`src/core/pdc_pkg.sv`:
```
// Constants for the PLL divider configuration register bank
package pdc_pkg;

	// Widths
	localparam int ADDR_W = 8;
	localparam int DATA_W = 8;
	localparam int LS_W   = 20;
	localparam int HS_W   = 3;
	localparam int RAT_W  = 21;
	localparam int HSR_W  = 4;

	// Register offsets
	localparam logic [7:0] OUT_HS_DIV_OFF    = 8'h19;
	localparam logic [7:0] OUT1_UPPER_OFF    = 8'h1f;
	localparam logic [7:0] OUT1_MID_OFF      = 8'h20;
	localparam logic [7:0] OUT1_LOW_OFF      = 8'h21;
	localparam logic [7:0] OUT2_UPPER_OFF    = 8'h22;
	localparam logic [7:0] OUT2_MID_OFF      = 8'h23;
	localparam logic [7:0] OUT2_LOW_OFF      = 8'h24;
	localparam logic [7:0] FB_HS_UPPER_OFF   = 8'h28;
	localparam logic [7:0] FB_LS_MID_OFF     = 8'h29;
	localparam logic [7:0] FB_LS_LOW_OFF     = 8'h2a;

	// Writable bit masks; cleared bits are reserved and read as zero
	localparam logic [7:0] UPPER_NIB_MASK    = 8'h0f;
	localparam logic [7:0] FULL_BYTE_MASK    = 8'hff;
	localparam logic [7:0] FB_HS_UPPER_MASK  = 8'hef;
	localparam logic [7:0] OUT_HS_MASK       = 8'he0;

	// Field positions
	localparam int HS_FIELD_LSB = 5;
	localparam int NIB_MSB      = 3;

	// Reset values
	localparam logic [7:0] OUT_HS_DIV_RST    = 8'h20;
	localparam logic [7:0] OUT_UPPER_RST     = 8'h00;
	localparam logic [7:0] OUT_MID_RST       = 8'h00;
	localparam logic [7:0] OUT_LOW_RST       = 8'h31;
	localparam logic [7:0] FB_HS_UPPER_RST   = 8'hc0;
	localparam logic [7:0] FB_LS_MID_RST     = 8'h00;
	localparam logic [7:0] FB_LS_LOW_RST     = 8'hf9;
	localparam logic [7:0] READ_ZERO         = 8'h00;

	// Ratio encoding constants
	localparam logic [3:0]  HS_RATIO_BASE    = 4'h4;
	localparam logic [20:0] LS_RATIO_ONE     = 21'h0_0001;
	localparam logic [19:0] LS_CODE_ZERO     = 20'h0_0000;

endpackage

```
`src/core/pdc_regs.sv`:
```
// Divider configuration register bank with decoded divider values and ratios

// Summary of operation
// - Output 1 low-speed divider is 20 bits over three registers: nibble, mid, low.
// - Output 2 low-speed divider is a separate 20-bit field, same three-register split.
// - Output divider code zero divides by one, odd code v divides by v+1.
// - Feedback high-speed divider in bits 7:5, codes 0..7 give ratios 4..11.
// - Feedback low-speed divider is 20 bits, upper nibble shares the high-speed register.
// - Feedback low-speed code must be odd, dividing by v+1; even codes flagged.
// - Reset loads output low bytes 0x31, feedback shared register 0xC0, output high-speed register 0x20, feedback low 0xF9, others zero.
// - Feedback low byte sits after the mid byte, resetting to 0xF9.
// - Output dividers are fed by a shared output high-speed divider, ratios 4..11.
module pdc_regs
(
	input  wire logic                          CLK,
	input  wire logic                          SYS_RST,
	input  wire logic [pdc_pkg::ADDR_W-1:0]    REG_ADDR,
	input  wire logic                          REG_WR,
	input  wire logic                          REG_RD,
	input  wire logic [pdc_pkg::DATA_W-1:0]    REG_WDATA,
	output logic      [pdc_pkg::DATA_W-1:0]    REG_RDATA,
	output logic                               REG_RVALID,
	output logic      [pdc_pkg::LS_W-1:0]      OUT1_LS_DIV,
	output logic      [pdc_pkg::LS_W-1:0]      OUT2_LS_DIV,
	output logic      [pdc_pkg::RAT_W-1:0]     OUT1_RATIO,
	output logic      [pdc_pkg::RAT_W-1:0]     OUT2_RATIO,
	output logic      [pdc_pkg::HS_W-1:0]      OUT_HS_DIV,
	output logic      [pdc_pkg::HSR_W-1:0]     OUT_HS_RATIO,
	output logic      [pdc_pkg::HS_W-1:0]      FB_HS_DIV,
	output logic      [pdc_pkg::HSR_W-1:0]     FB_HS_RATIO,
	output logic      [pdc_pkg::LS_W-1:0]      FB_LS_DIV,
	output logic      [pdc_pkg::RAT_W-1:0]     FB_LS_RATIO,
	output logic                               OUT1_CFG_ERR,
	output logic                               OUT2_CFG_ERR,
	output logic                               FB_CFG_ERR
);

	// Masked write: reserved bits always forced to zero
	function automatic logic [7:0] pdc_upd(input logic [7:0] cur, input logic hit,
		input logic [7:0] wdata, input logic [7:0] mask);
		pdc_upd = hit ? (wdata & mask) : cur;
	endfunction

	// Low-speed ratio: zero divides by one, otherwise code plus one
	function automatic logic [20:0] pdc_ls_ratio(input logic [19:0] code);
		pdc_ls_ratio = (code == pdc_pkg::LS_CODE_ZERO) ? pdc_pkg::LS_RATIO_ONE : {1'b0, code} + 21'h0_0001;
	endfunction

	// High-speed ratio: code plus base of four
	function automatic logic [3:0] pdc_hs_ratio(input logic [2:0] code);
		pdc_hs_ratio = {1'b0, code} + pdc_pkg::HS_RATIO_BASE;
	endfunction

	logic [7:0]  out_hs_reg;
	logic [7:0]  out1_up_reg;
	logic [7:0]  out1_mid_reg;
	logic [7:0]  out1_low_reg;
	logic [7:0]  out2_up_reg;
	logic [7:0]  out2_mid_reg;
	logic [7:0]  out2_low_reg;
	logic [7:0]  fb_up_reg;
	logic [7:0]  fb_mid_reg;
	logic [7:0]  fb_low_reg;
	logic [7:0]  out_hs_next;
	logic [7:0]  out1_up_next;
	logic [7:0]  out1_mid_next;
	logic [7:0]  out1_low_next;
	logic [7:0]  out2_up_next;
	logic [7:0]  out2_mid_next;
	logic [7:0]  out2_low_next;
	logic [7:0]  fb_up_next;
	logic [7:0]  fb_mid_next;
	logic [7:0]  fb_low_next;
	logic        hit_out_hs;
	logic        hit_out1_up;
	logic        hit_out1_mid;
	logic        hit_out1_low;
	logic        hit_out2_up;
	logic        hit_out2_mid;
	logic        hit_out2_low;
	logic        hit_fb_up;
	logic        hit_fb_mid;
	logic        hit_fb_low;
	logic [7:0]  rd_mux;
	logic [19:0] out1_code;
	logic [19:0] out2_code;
	logic [19:0] fb_code;
	logic [2:0]  out_hs_code;
	logic [2:0]  fb_hs_code;
	logic [7:0]  rsv_keep_mask;

	// Address decode
	assign hit_out_hs   = (REG_ADDR == pdc_pkg::OUT_HS_DIV_OFF);
	assign hit_out1_up  = (REG_ADDR == pdc_pkg::OUT1_UPPER_OFF);
	assign hit_out1_mid = (REG_ADDR == pdc_pkg::OUT1_MID_OFF);
	assign hit_out1_low = (REG_ADDR == pdc_pkg::OUT1_LOW_OFF);
	assign hit_out2_up  = (REG_ADDR == pdc_pkg::OUT2_UPPER_OFF);
	assign hit_out2_mid = (REG_ADDR == pdc_pkg::OUT2_MID_OFF);
	assign hit_out2_low = (REG_ADDR == pdc_pkg::OUT2_LOW_OFF);
	assign hit_fb_up    = (REG_ADDR == pdc_pkg::FB_HS_UPPER_OFF);
	assign hit_fb_mid   = (REG_ADDR == pdc_pkg::FB_LS_MID_OFF);
	assign hit_fb_low   = (REG_ADDR == pdc_pkg::FB_LS_LOW_OFF);

	// Next values; masks keep reserved bits at zero
	assign out_hs_next   = pdc_upd(out_hs_reg, REG_WR & hit_out_hs, REG_WDATA, pdc_pkg::OUT_HS_MASK);
	assign out1_up_next  = pdc_upd(out1_up_reg, REG_WR & hit_out1_up, REG_WDATA, pdc_pkg::UPPER_NIB_MASK);
	assign out1_mid_next = pdc_upd(out1_mid_reg, REG_WR & hit_out1_mid, REG_WDATA, pdc_pkg::FULL_BYTE_MASK);
	assign out1_low_next = pdc_upd(out1_low_reg, REG_WR & hit_out1_low, REG_WDATA, pdc_pkg::FULL_BYTE_MASK);
	assign out2_up_next  = pdc_upd(out2_up_reg, REG_WR & hit_out2_up, REG_WDATA, pdc_pkg::UPPER_NIB_MASK);
	assign out2_mid_next = pdc_upd(out2_mid_reg, REG_WR & hit_out2_mid, REG_WDATA, pdc_pkg::FULL_BYTE_MASK);
	assign out2_low_next = pdc_upd(out2_low_reg, REG_WR & hit_out2_low, REG_WDATA, pdc_pkg::FULL_BYTE_MASK);
	assign fb_up_next    = pdc_upd(fb_up_reg, REG_WR & hit_fb_up, REG_WDATA, pdc_pkg::FB_HS_UPPER_MASK);
	assign fb_mid_next   = pdc_upd(fb_mid_reg, REG_WR & hit_fb_mid, REG_WDATA, pdc_pkg::FULL_BYTE_MASK);
	assign fb_low_next   = pdc_upd(fb_low_reg, REG_WR & hit_fb_low, REG_WDATA, pdc_pkg::FULL_BYTE_MASK);

	// Register storage with documented reset values
	always_ff @(posedge CLK)
	begin
		if (SYS_RST)
		begin
			out_hs_reg   <= pdc_pkg::OUT_HS_DIV_RST;
			out1_up_reg  <= pdc_pkg::OUT_UPPER_RST;
			out1_mid_reg <= pdc_pkg::OUT_MID_RST;
			out1_low_reg <= pdc_pkg::OUT_LOW_RST;
			out2_up_reg  <= pdc_pkg::OUT_UPPER_RST;
			out2_mid_reg <= pdc_pkg::OUT_MID_RST;
			out2_low_reg <= pdc_pkg::OUT_LOW_RST;
			fb_up_reg    <= pdc_pkg::FB_HS_UPPER_RST;
			fb_mid_reg   <= pdc_pkg::FB_LS_MID_RST;
			fb_low_reg   <= pdc_pkg::FB_LS_LOW_RST;
		end
		else
		begin
			out_hs_reg   <= out_hs_next;
			out1_up_reg  <= out1_up_next;
			out1_mid_reg <= out1_mid_next;
			out1_low_reg <= out1_low_next;
			out2_up_reg  <= out2_up_next;
			out2_mid_reg <= out2_mid_next;
			out2_low_reg <= out2_low_next;
			fb_up_reg    <= fb_up_next;
			fb_mid_reg   <= fb_mid_next;
			fb_low_reg   <= fb_low_next;
		end
	end

	// Field assembly from the byte registers
	assign out1_code   = {out1_up_reg[pdc_pkg::NIB_MSB:0], out1_mid_reg, out1_low_reg};
	assign out2_code   = {out2_up_reg[pdc_pkg::NIB_MSB:0], out2_mid_reg, out2_low_reg};
	assign fb_code     = {fb_up_reg[pdc_pkg::NIB_MSB:0], fb_mid_reg, fb_low_reg};
	assign fb_hs_code  = fb_up_reg[pdc_pkg::HS_FIELD_LSB +: pdc_pkg::HS_W];
	assign out_hs_code = out_hs_reg[pdc_pkg::HS_FIELD_LSB +: pdc_pkg::HS_W];

	// Read mux; unmapped addresses read as zero
	assign rd_mux = ({8{hit_out_hs}} & out_hs_reg) | ({8{hit_out1_up}} & out1_up_reg)
		| ({8{hit_out1_mid}} & out1_mid_reg) | ({8{hit_out1_low}} & out1_low_reg)
		| ({8{hit_out2_up}} & out2_up_reg) | ({8{hit_out2_mid}} & out2_mid_reg)
		| ({8{hit_out2_low}} & out2_low_reg) | ({8{hit_fb_up}} & fb_up_reg)
		| ({8{hit_fb_mid}} & fb_mid_reg) | ({8{hit_fb_low}} & fb_low_reg);

	// Writable bits of the addressed register with reserved bits; only the checker reads it
	assign rsv_keep_mask = hit_out_hs ? pdc_pkg::OUT_HS_MASK
		: (hit_fb_up ? pdc_pkg::FB_HS_UPPER_MASK : pdc_pkg::UPPER_NIB_MASK);

	// Read port: data one cycle after the strobe
	always_ff @(posedge CLK)
	begin
		if (SYS_RST)
		begin
			REG_RDATA  <= pdc_pkg::READ_ZERO;
			REG_RVALID <= 1'b0;
		end
		else
		begin
			REG_RDATA  <= REG_RD ? rd_mux : pdc_pkg::READ_ZERO;
			REG_RVALID <= REG_RD;
		end
	end

	// Divider values out; registered so the analog side sees clean levels
	always_ff @(posedge CLK)
	begin
		if (SYS_RST)
		begin
			OUT1_LS_DIV <= '0;
			OUT2_LS_DIV <= '0;
			FB_LS_DIV   <= '0;
			FB_HS_DIV   <= '0;
			OUT_HS_DIV  <= '0;
		end
		else
		begin
			OUT1_LS_DIV <= out1_code;
			OUT2_LS_DIV <= out2_code;
			FB_LS_DIV   <= fb_code;
			FB_HS_DIV   <= fb_hs_code;
			OUT_HS_DIV  <= out_hs_code;
		end
	end

	// Ratios and illegal-code flags; a bad code is kept, only flagged
	always_ff @(posedge CLK)
	begin
		if (SYS_RST)
		begin
			OUT1_RATIO   <= pdc_pkg::LS_RATIO_ONE;
			OUT2_RATIO   <= pdc_pkg::LS_RATIO_ONE;
			FB_LS_RATIO  <= pdc_pkg::LS_RATIO_ONE;
			FB_HS_RATIO  <= pdc_pkg::HS_RATIO_BASE;
			OUT_HS_RATIO <= pdc_pkg::HS_RATIO_BASE;
			OUT1_CFG_ERR <= 1'b0;
			OUT2_CFG_ERR <= 1'b0;
			FB_CFG_ERR   <= 1'b0;
		end
		else
		begin
			OUT1_RATIO   <= pdc_ls_ratio(out1_code);
			OUT2_RATIO   <= pdc_ls_ratio(out2_code);
			FB_LS_RATIO  <= {1'b0, fb_code} + 21'h0_0001;
			FB_HS_RATIO  <= pdc_hs_ratio(fb_hs_code);
			OUT_HS_RATIO <= pdc_hs_ratio(out_hs_code);
			OUT1_CFG_ERR <= (out1_code != pdc_pkg::LS_CODE_ZERO) & ~out1_code[0];
			OUT2_CFG_ERR <= (out2_code != pdc_pkg::LS_CODE_ZERO) & ~out2_code[0];
			FB_CFG_ERR   <= ~fb_code[0];
		end
	end

	out1_assembly_a: assert property (@(posedge CLK) disable iff (SYS_RST)
		!$past(SYS_RST) |-> OUT1_LS_DIV == $past(out1_code))
		else $error("Output 1 divider value does not follow its registers");

	out1_err_flag_a: assert property (@(posedge CLK) disable iff (SYS_RST)
		REG_WR && hit_out1_low && !REG_WDATA[0] && out1_up_reg == 8'h00 && out1_mid_reg == 8'h00
		&& REG_WDATA != 8'h00 |=> ##1 OUT1_CFG_ERR)
		else $error("Even output 1 code not flagged");

	out2_assembly_a: assert property (@(posedge CLK) disable iff (SYS_RST)
		REG_WR && hit_out2_mid |=> ##1 OUT2_LS_DIV[15:8] == $past(REG_WDATA, 2))
		else $error("Output 2 mid byte not reflected in divider");

	out2_err_flag_a: assert property (@(posedge CLK) disable iff (SYS_RST)
		!$past(SYS_RST) |-> OUT2_CFG_ERR == ($past(out2_code) != 20'h0_0000 && !$past(out2_code[0])))
		else $error("Output 2 illegal code flag wrong");

	ls_ratio_code_a: assert property (@(posedge CLK) disable iff (SYS_RST)
		!$past(SYS_RST) && $stable(OUT1_LS_DIV) |=> OUT1_RATIO == ((OUT1_LS_DIV == 20'h0_0000)
		? 21'h0_0001 : {1'b0, OUT1_LS_DIV} + 21'h0_0001))
		else $error("Output 1 ratio encoding wrong");

	fb_hs_ratio_a: assert property (@(posedge CLK) disable iff (SYS_RST)
		REG_WR && hit_fb_up |=> ##1 FB_HS_DIV == $past(REG_WDATA[7:5], 2) ##1 FB_HS_RATIO == {1'b0, FB_HS_DIV} + 4'h4)
		else $error("Feedback high-speed ratio wrong");

	fb_ls_assembly_a: assert property (@(posedge CLK) disable iff (SYS_RST)
		!$past(SYS_RST) |-> FB_LS_DIV == {$past(fb_up_reg[3:0]), $past(fb_mid_reg), $past(fb_low_reg)})
		else $error("Feedback low-speed value assembly wrong");

	fb_odd_flag_a: assert property (@(posedge CLK) disable iff (SYS_RST)
		!$past(SYS_RST) |-> FB_CFG_ERR == !$past(fb_code[0]))
		else $error("Feedback even code flag wrong");

	reset_values_a: assert property (@(posedge CLK) disable iff (SYS_RST)
		$fell(SYS_RST) |-> out1_low_reg == 8'h31 && out2_low_reg == 8'h31 && fb_up_reg == 8'hc0
		&& out1_up_reg == 8'h00 && out2_mid_reg == 8'h00 && fb_mid_reg == 8'h00)
		else $error("Register reset values wrong");

	fb_low_reset_a: assert property (@(posedge CLK) disable iff (SYS_RST)
		$fell(SYS_RST) |-> fb_low_reg == 8'hf9 ##1 FB_LS_DIV[7:0] == $past(fb_low_reg))
		else $error("Feedback low byte reset or placement wrong");

	out_hs_ratio_a: assert property (@(posedge CLK) disable iff (SYS_RST)
		!$past(SYS_RST) |-> OUT_HS_RATIO == {1'b0, $past(out_hs_code)} + 4'h4)
		else $error("Output high-speed ratio wrong");

	reserved_zero_a: assert property (@(posedge CLK) disable iff (SYS_RST)
		REG_RD && (hit_out1_up || hit_out2_up || hit_fb_up || hit_out_hs)
		|=> REG_RVALID && (REG_RDATA & ~$past(rsv_keep_mask)) == 8'h00)
		else $error("Reserved bits read back nonzero");

endmodule

```
`config.mk`:
```
export PLATFORM = sky130hd
export DESIGN_NAME = pdc_regs
export DESIGN_NICKNAME = d
export VERILOG_FILES = /design/src/core/pdc_pkg.sv /design/src/core/pdc_regs.sv
export SDC_FILE = /design/constraint.sdc
export NUM_CORES = 1
export LEC_CHECK = 0
export ABC_AREA = 1
export BUFFER_PORTS_ARGS = -buffer_cell sky130_fd_sc_hd__buf_4
export CAP_MARGIN = 20
export CORE_AREA = 2 2 125 127
export CTS_CLUSTER_SIZE = 24
export DETAILED_ROUTE_END_ITERATION = 8
export DIE_AREA = 0 0 127 129
export GPL_TIMING_DRIVEN = 0
export PLACE_DENSITY = 0.88
export SLEW_MARGIN = 20
export SYNTH_ARGS = -nofsm -noshare
export SYNTH_HDL_FRONTEND = slang
export SYNTH_SLANG_ARGS = --single-unit
```
`constraint.sdc`:
```
create_clock -name CLK -period 1.84 [get_ports CLK]
set_input_delay 0.368 -clock CLK [delete_from_list [all_inputs] [get_ports CLK]]
set_output_delay 0.368 -clock CLK [all_outputs]
set_load 0.02 [all_outputs]
```
==> flow_metrics.tcl <==
set metrics [dict create \
    grt_max_degree 15 \
    slew-limit-headroom 0.474 \
    rsz0062_at_grt "no" \
    hp-start "REG_WDATA[7]" \
    design.die.area_sq_um 16400 \
    crit_buf_inv 0 \
    ys_seq_area_frac 0.522 \
    htreeDepth 1 \
    p_total_mw 9.49 \
    port_buffers 165 \
    cp.arrival_ns 2.14 \
    grt_pass1_wl_mm 38.8 \
    end_kind "register" \
    seqCellArea_sq_um 4190 \
    drt_iter0_drc 930 \
    setup_violations 0 \
    gp_congestion 0.979 \
    power_density_nw_per_um2 926 \
    peakVddDrop_mv 0.720 \
    cts_hold_buf 0 \
    synth_common_cells "dfxtp_1, nor2_1, nand2_1" \
    yosysUniqueCellTypes 32 \
    cts_tree "built" \
    syn_avg_cell_area_sq_um 7.90 \
    clock_sinks 209 \
    post-route-period-util 0.955 \
    track_usage 0.302 \
    yosysMostFrequentCell "dfxtp_1" \
    clkLatencyLatePin_ns 0.49 \
    cp-start-kind "register" \
    num_rows 45 \
    netlist_top_cells_area "dfxtp_1, nor2_1, a21oi_1" \
    reg.largest.list "FB_LS_RATIO (21), OUT1_RATIO (21), OUT2_RATIO (21)" \
    synthesis.nets 1040 \
    ys_warn_count 0 \
    clkTransAtPathRegs_ns 0.07 \
    die_w_um 127 \
    pin_count 169 \
    crit_slowest_cell "dfxtp_1" \
    reg2reg_from "out2_low_reg[0]$_SDFFE_PP1P_" \
    routed_wl_mm 25.3 \
    ant_nets 0 \
    synth-seq-cells 209 \
    gr-total-overflow 0 \
    crit_type "register to register" \
    drc 0 \
    critPathMaxStageDelay_ns 0.43 \
    crit_chain "ha_1 > nand3_1 > nor2_4 > nand4_1 > o21ai_1 > a21oi_1" \
    dr_total_vias 7774 \
    crit_required_ns 2.22 \
    cts_buffer_depth 3 \
    antenna_cells 0 \
    firstDrtPassIters 5 \
    async_reset_ff_frac 0 \
    worstMarginPinSlew_ns 0.789 \
    fin_crit_ns 1.76 \
    fillCellCount 1178 \
    routedWlPerCell_um 18.0 \
    synthFlopType "dfxtp_1" \
    antenna_found_initial 0 \
    core_sq_um 15000 \
    hold_path.class "primary input to register" \
    pre_cts_ws_ns -0.0129 \
    dp_hpwl_mm 18.0 \
    fin_util 0.684 \
    cts_buffers 21 \
    critPathTopFamily "simple AND/OR/NAND/NOR gates" \
    p_leak_nw 4.52 \
    multiInputGateArea_sq_um 3210 \
    syn2layout_area_growth_pct 27.8 \
    status "finished clean" \
    fin_tns_setup_ns 0 \
    worstPathMaxFanout 7 \
    startpoint "out2_low_reg[0]$_SDFFE_PP1P_" \
    synth_cells 1015 \
    nNetsFinal 1230 \
    fmaxAchievable_mhz 569 \
    finalMaxSlewViolations 0 \
    cap_violations 0 \
    synth_edf_count 0 \
    start_util 0.536 \
    yosys.area.top_type "dfxtp_1" \
    drive_gt1_frac 0.231 \
    fin_skew_ns 0.00969 \
    setup_slack_ns 0.0819 \
    viasPerCell 5.54 \
    ctsRootBufferMaster "clkbuf_16" \
    grt_pass1_vias 7291 \
    synth_top_area_frac 0.522 \
    synth_area_sq_um 8020 \
    die_h_um 129 \
    hold_viol 0 \
]
[kinds of logic (layout without fill, tap and decap cells)]
| group | Yosys count | count (layout) | synth area share |
|---|---|---|---|
| adders and majority gates | 5 | 5 | 0.00780 |
| DFF | 209 | 209 | 0.522 |
| buffers and inverters | 156 | 356 | 0.0817 |
| and+or+nand+nor | 456 | 457 | 0.259 |
| xor gates and xnor gates | 12 | 12 | 0.0131 |
| AOI/OAI and AO/OA | 177 | 177 | 0.117 |
[final cells by class]
class,instances,area share
well taps,188,0.0229
clock buffers,28,0.0568
multi-input cells,651,0.314
flip-flops and latches,209,0.408
repair buffers,166,0.122
inverters,113,0.0414
plain buffers,43,0.0226
clock inverters,6,0.0129
[layer usage]
layer / wire [um] / GRT usage / share of wire / up-vias
li1: - / - / - / 3675
met1: 10400 / 0.400 / 0.41 / 3547
met2: 11600 / 0.496 / 0.46 / 468
met3: 2410 / 0.0495 / 0.095 / 84
met4: 986 / 0.127 / 0.039 / 0
met5: 0 / 0 / 0 / -
[power breakdown]
part	total, mW	internal, mW	switching [mW]
Combinational	0.458	0.140	0.318
Sequential	4.59	4.57	0.0173
Clock	4.44	2.76	1.68
[worst reg2reg max path: cells and delay by family (launching register included)]
kind	cells	cell delay (ns)
adder cells (fa/ha/maj)	1	0.23
AND/OR/NAND/NOR	3	0.65
AO/OA/AOI/OAI	2	0.34
flip-flops	1	0.43
[per-stage QoR]
step	instance area, sq um	instances	hold slack (ns)
global placement	9500	1368	0.462
finish	10300	1404	0.216
detailed placement	9500	1368	0.462
floorplan	8020	1015	0.398
global route	10300	1404	0.235
CTS	10200	1402	0.192
[worst paths after layout]
check,slack (ns),depth (start not counted),endpoint
setup reg to reg,0.08,6,OUT2_RATIO[16]$_SDFF_PP0_
hold reg to reg,0.48,2,OUT1_RATIO[10]$_SDFF_PP0_
setup / recovery,0.08,6,OUT2_RATIO[16]$_SDFF_PP0_
hold / removal,0.22,3,fb_up_reg[7]$_SDFFE_PP1P_
[timing repair]
| item | in CTS | in global routing |
|---|---|---|
| gates cloned | 0 | 1 |
| setup endpoints to repair | 10 | 12 |
| pin swaps | 0 | 2 |
| buffers inserted | 0 | 1 |
| resized for setup | 2 | 6 |
[placed cells by master, fill, tap and decap left out, drive strengths merged]
cell type and n:
nor3 23, clkbuf 35, nand4 28, clkinvlp 1
nor2 189, a21oi 91, a211oi 7, inv 113
a31oi 3, ha 5, clkinv 1, bufinv 4
o21a 1, or2 1, nand2 128, nor4 2
dfxtp 209, o211ai 1, buf 202, xor2 12
o21ai 74, nand3 86
Note: power is estimated with default switching activity, not from simulation.
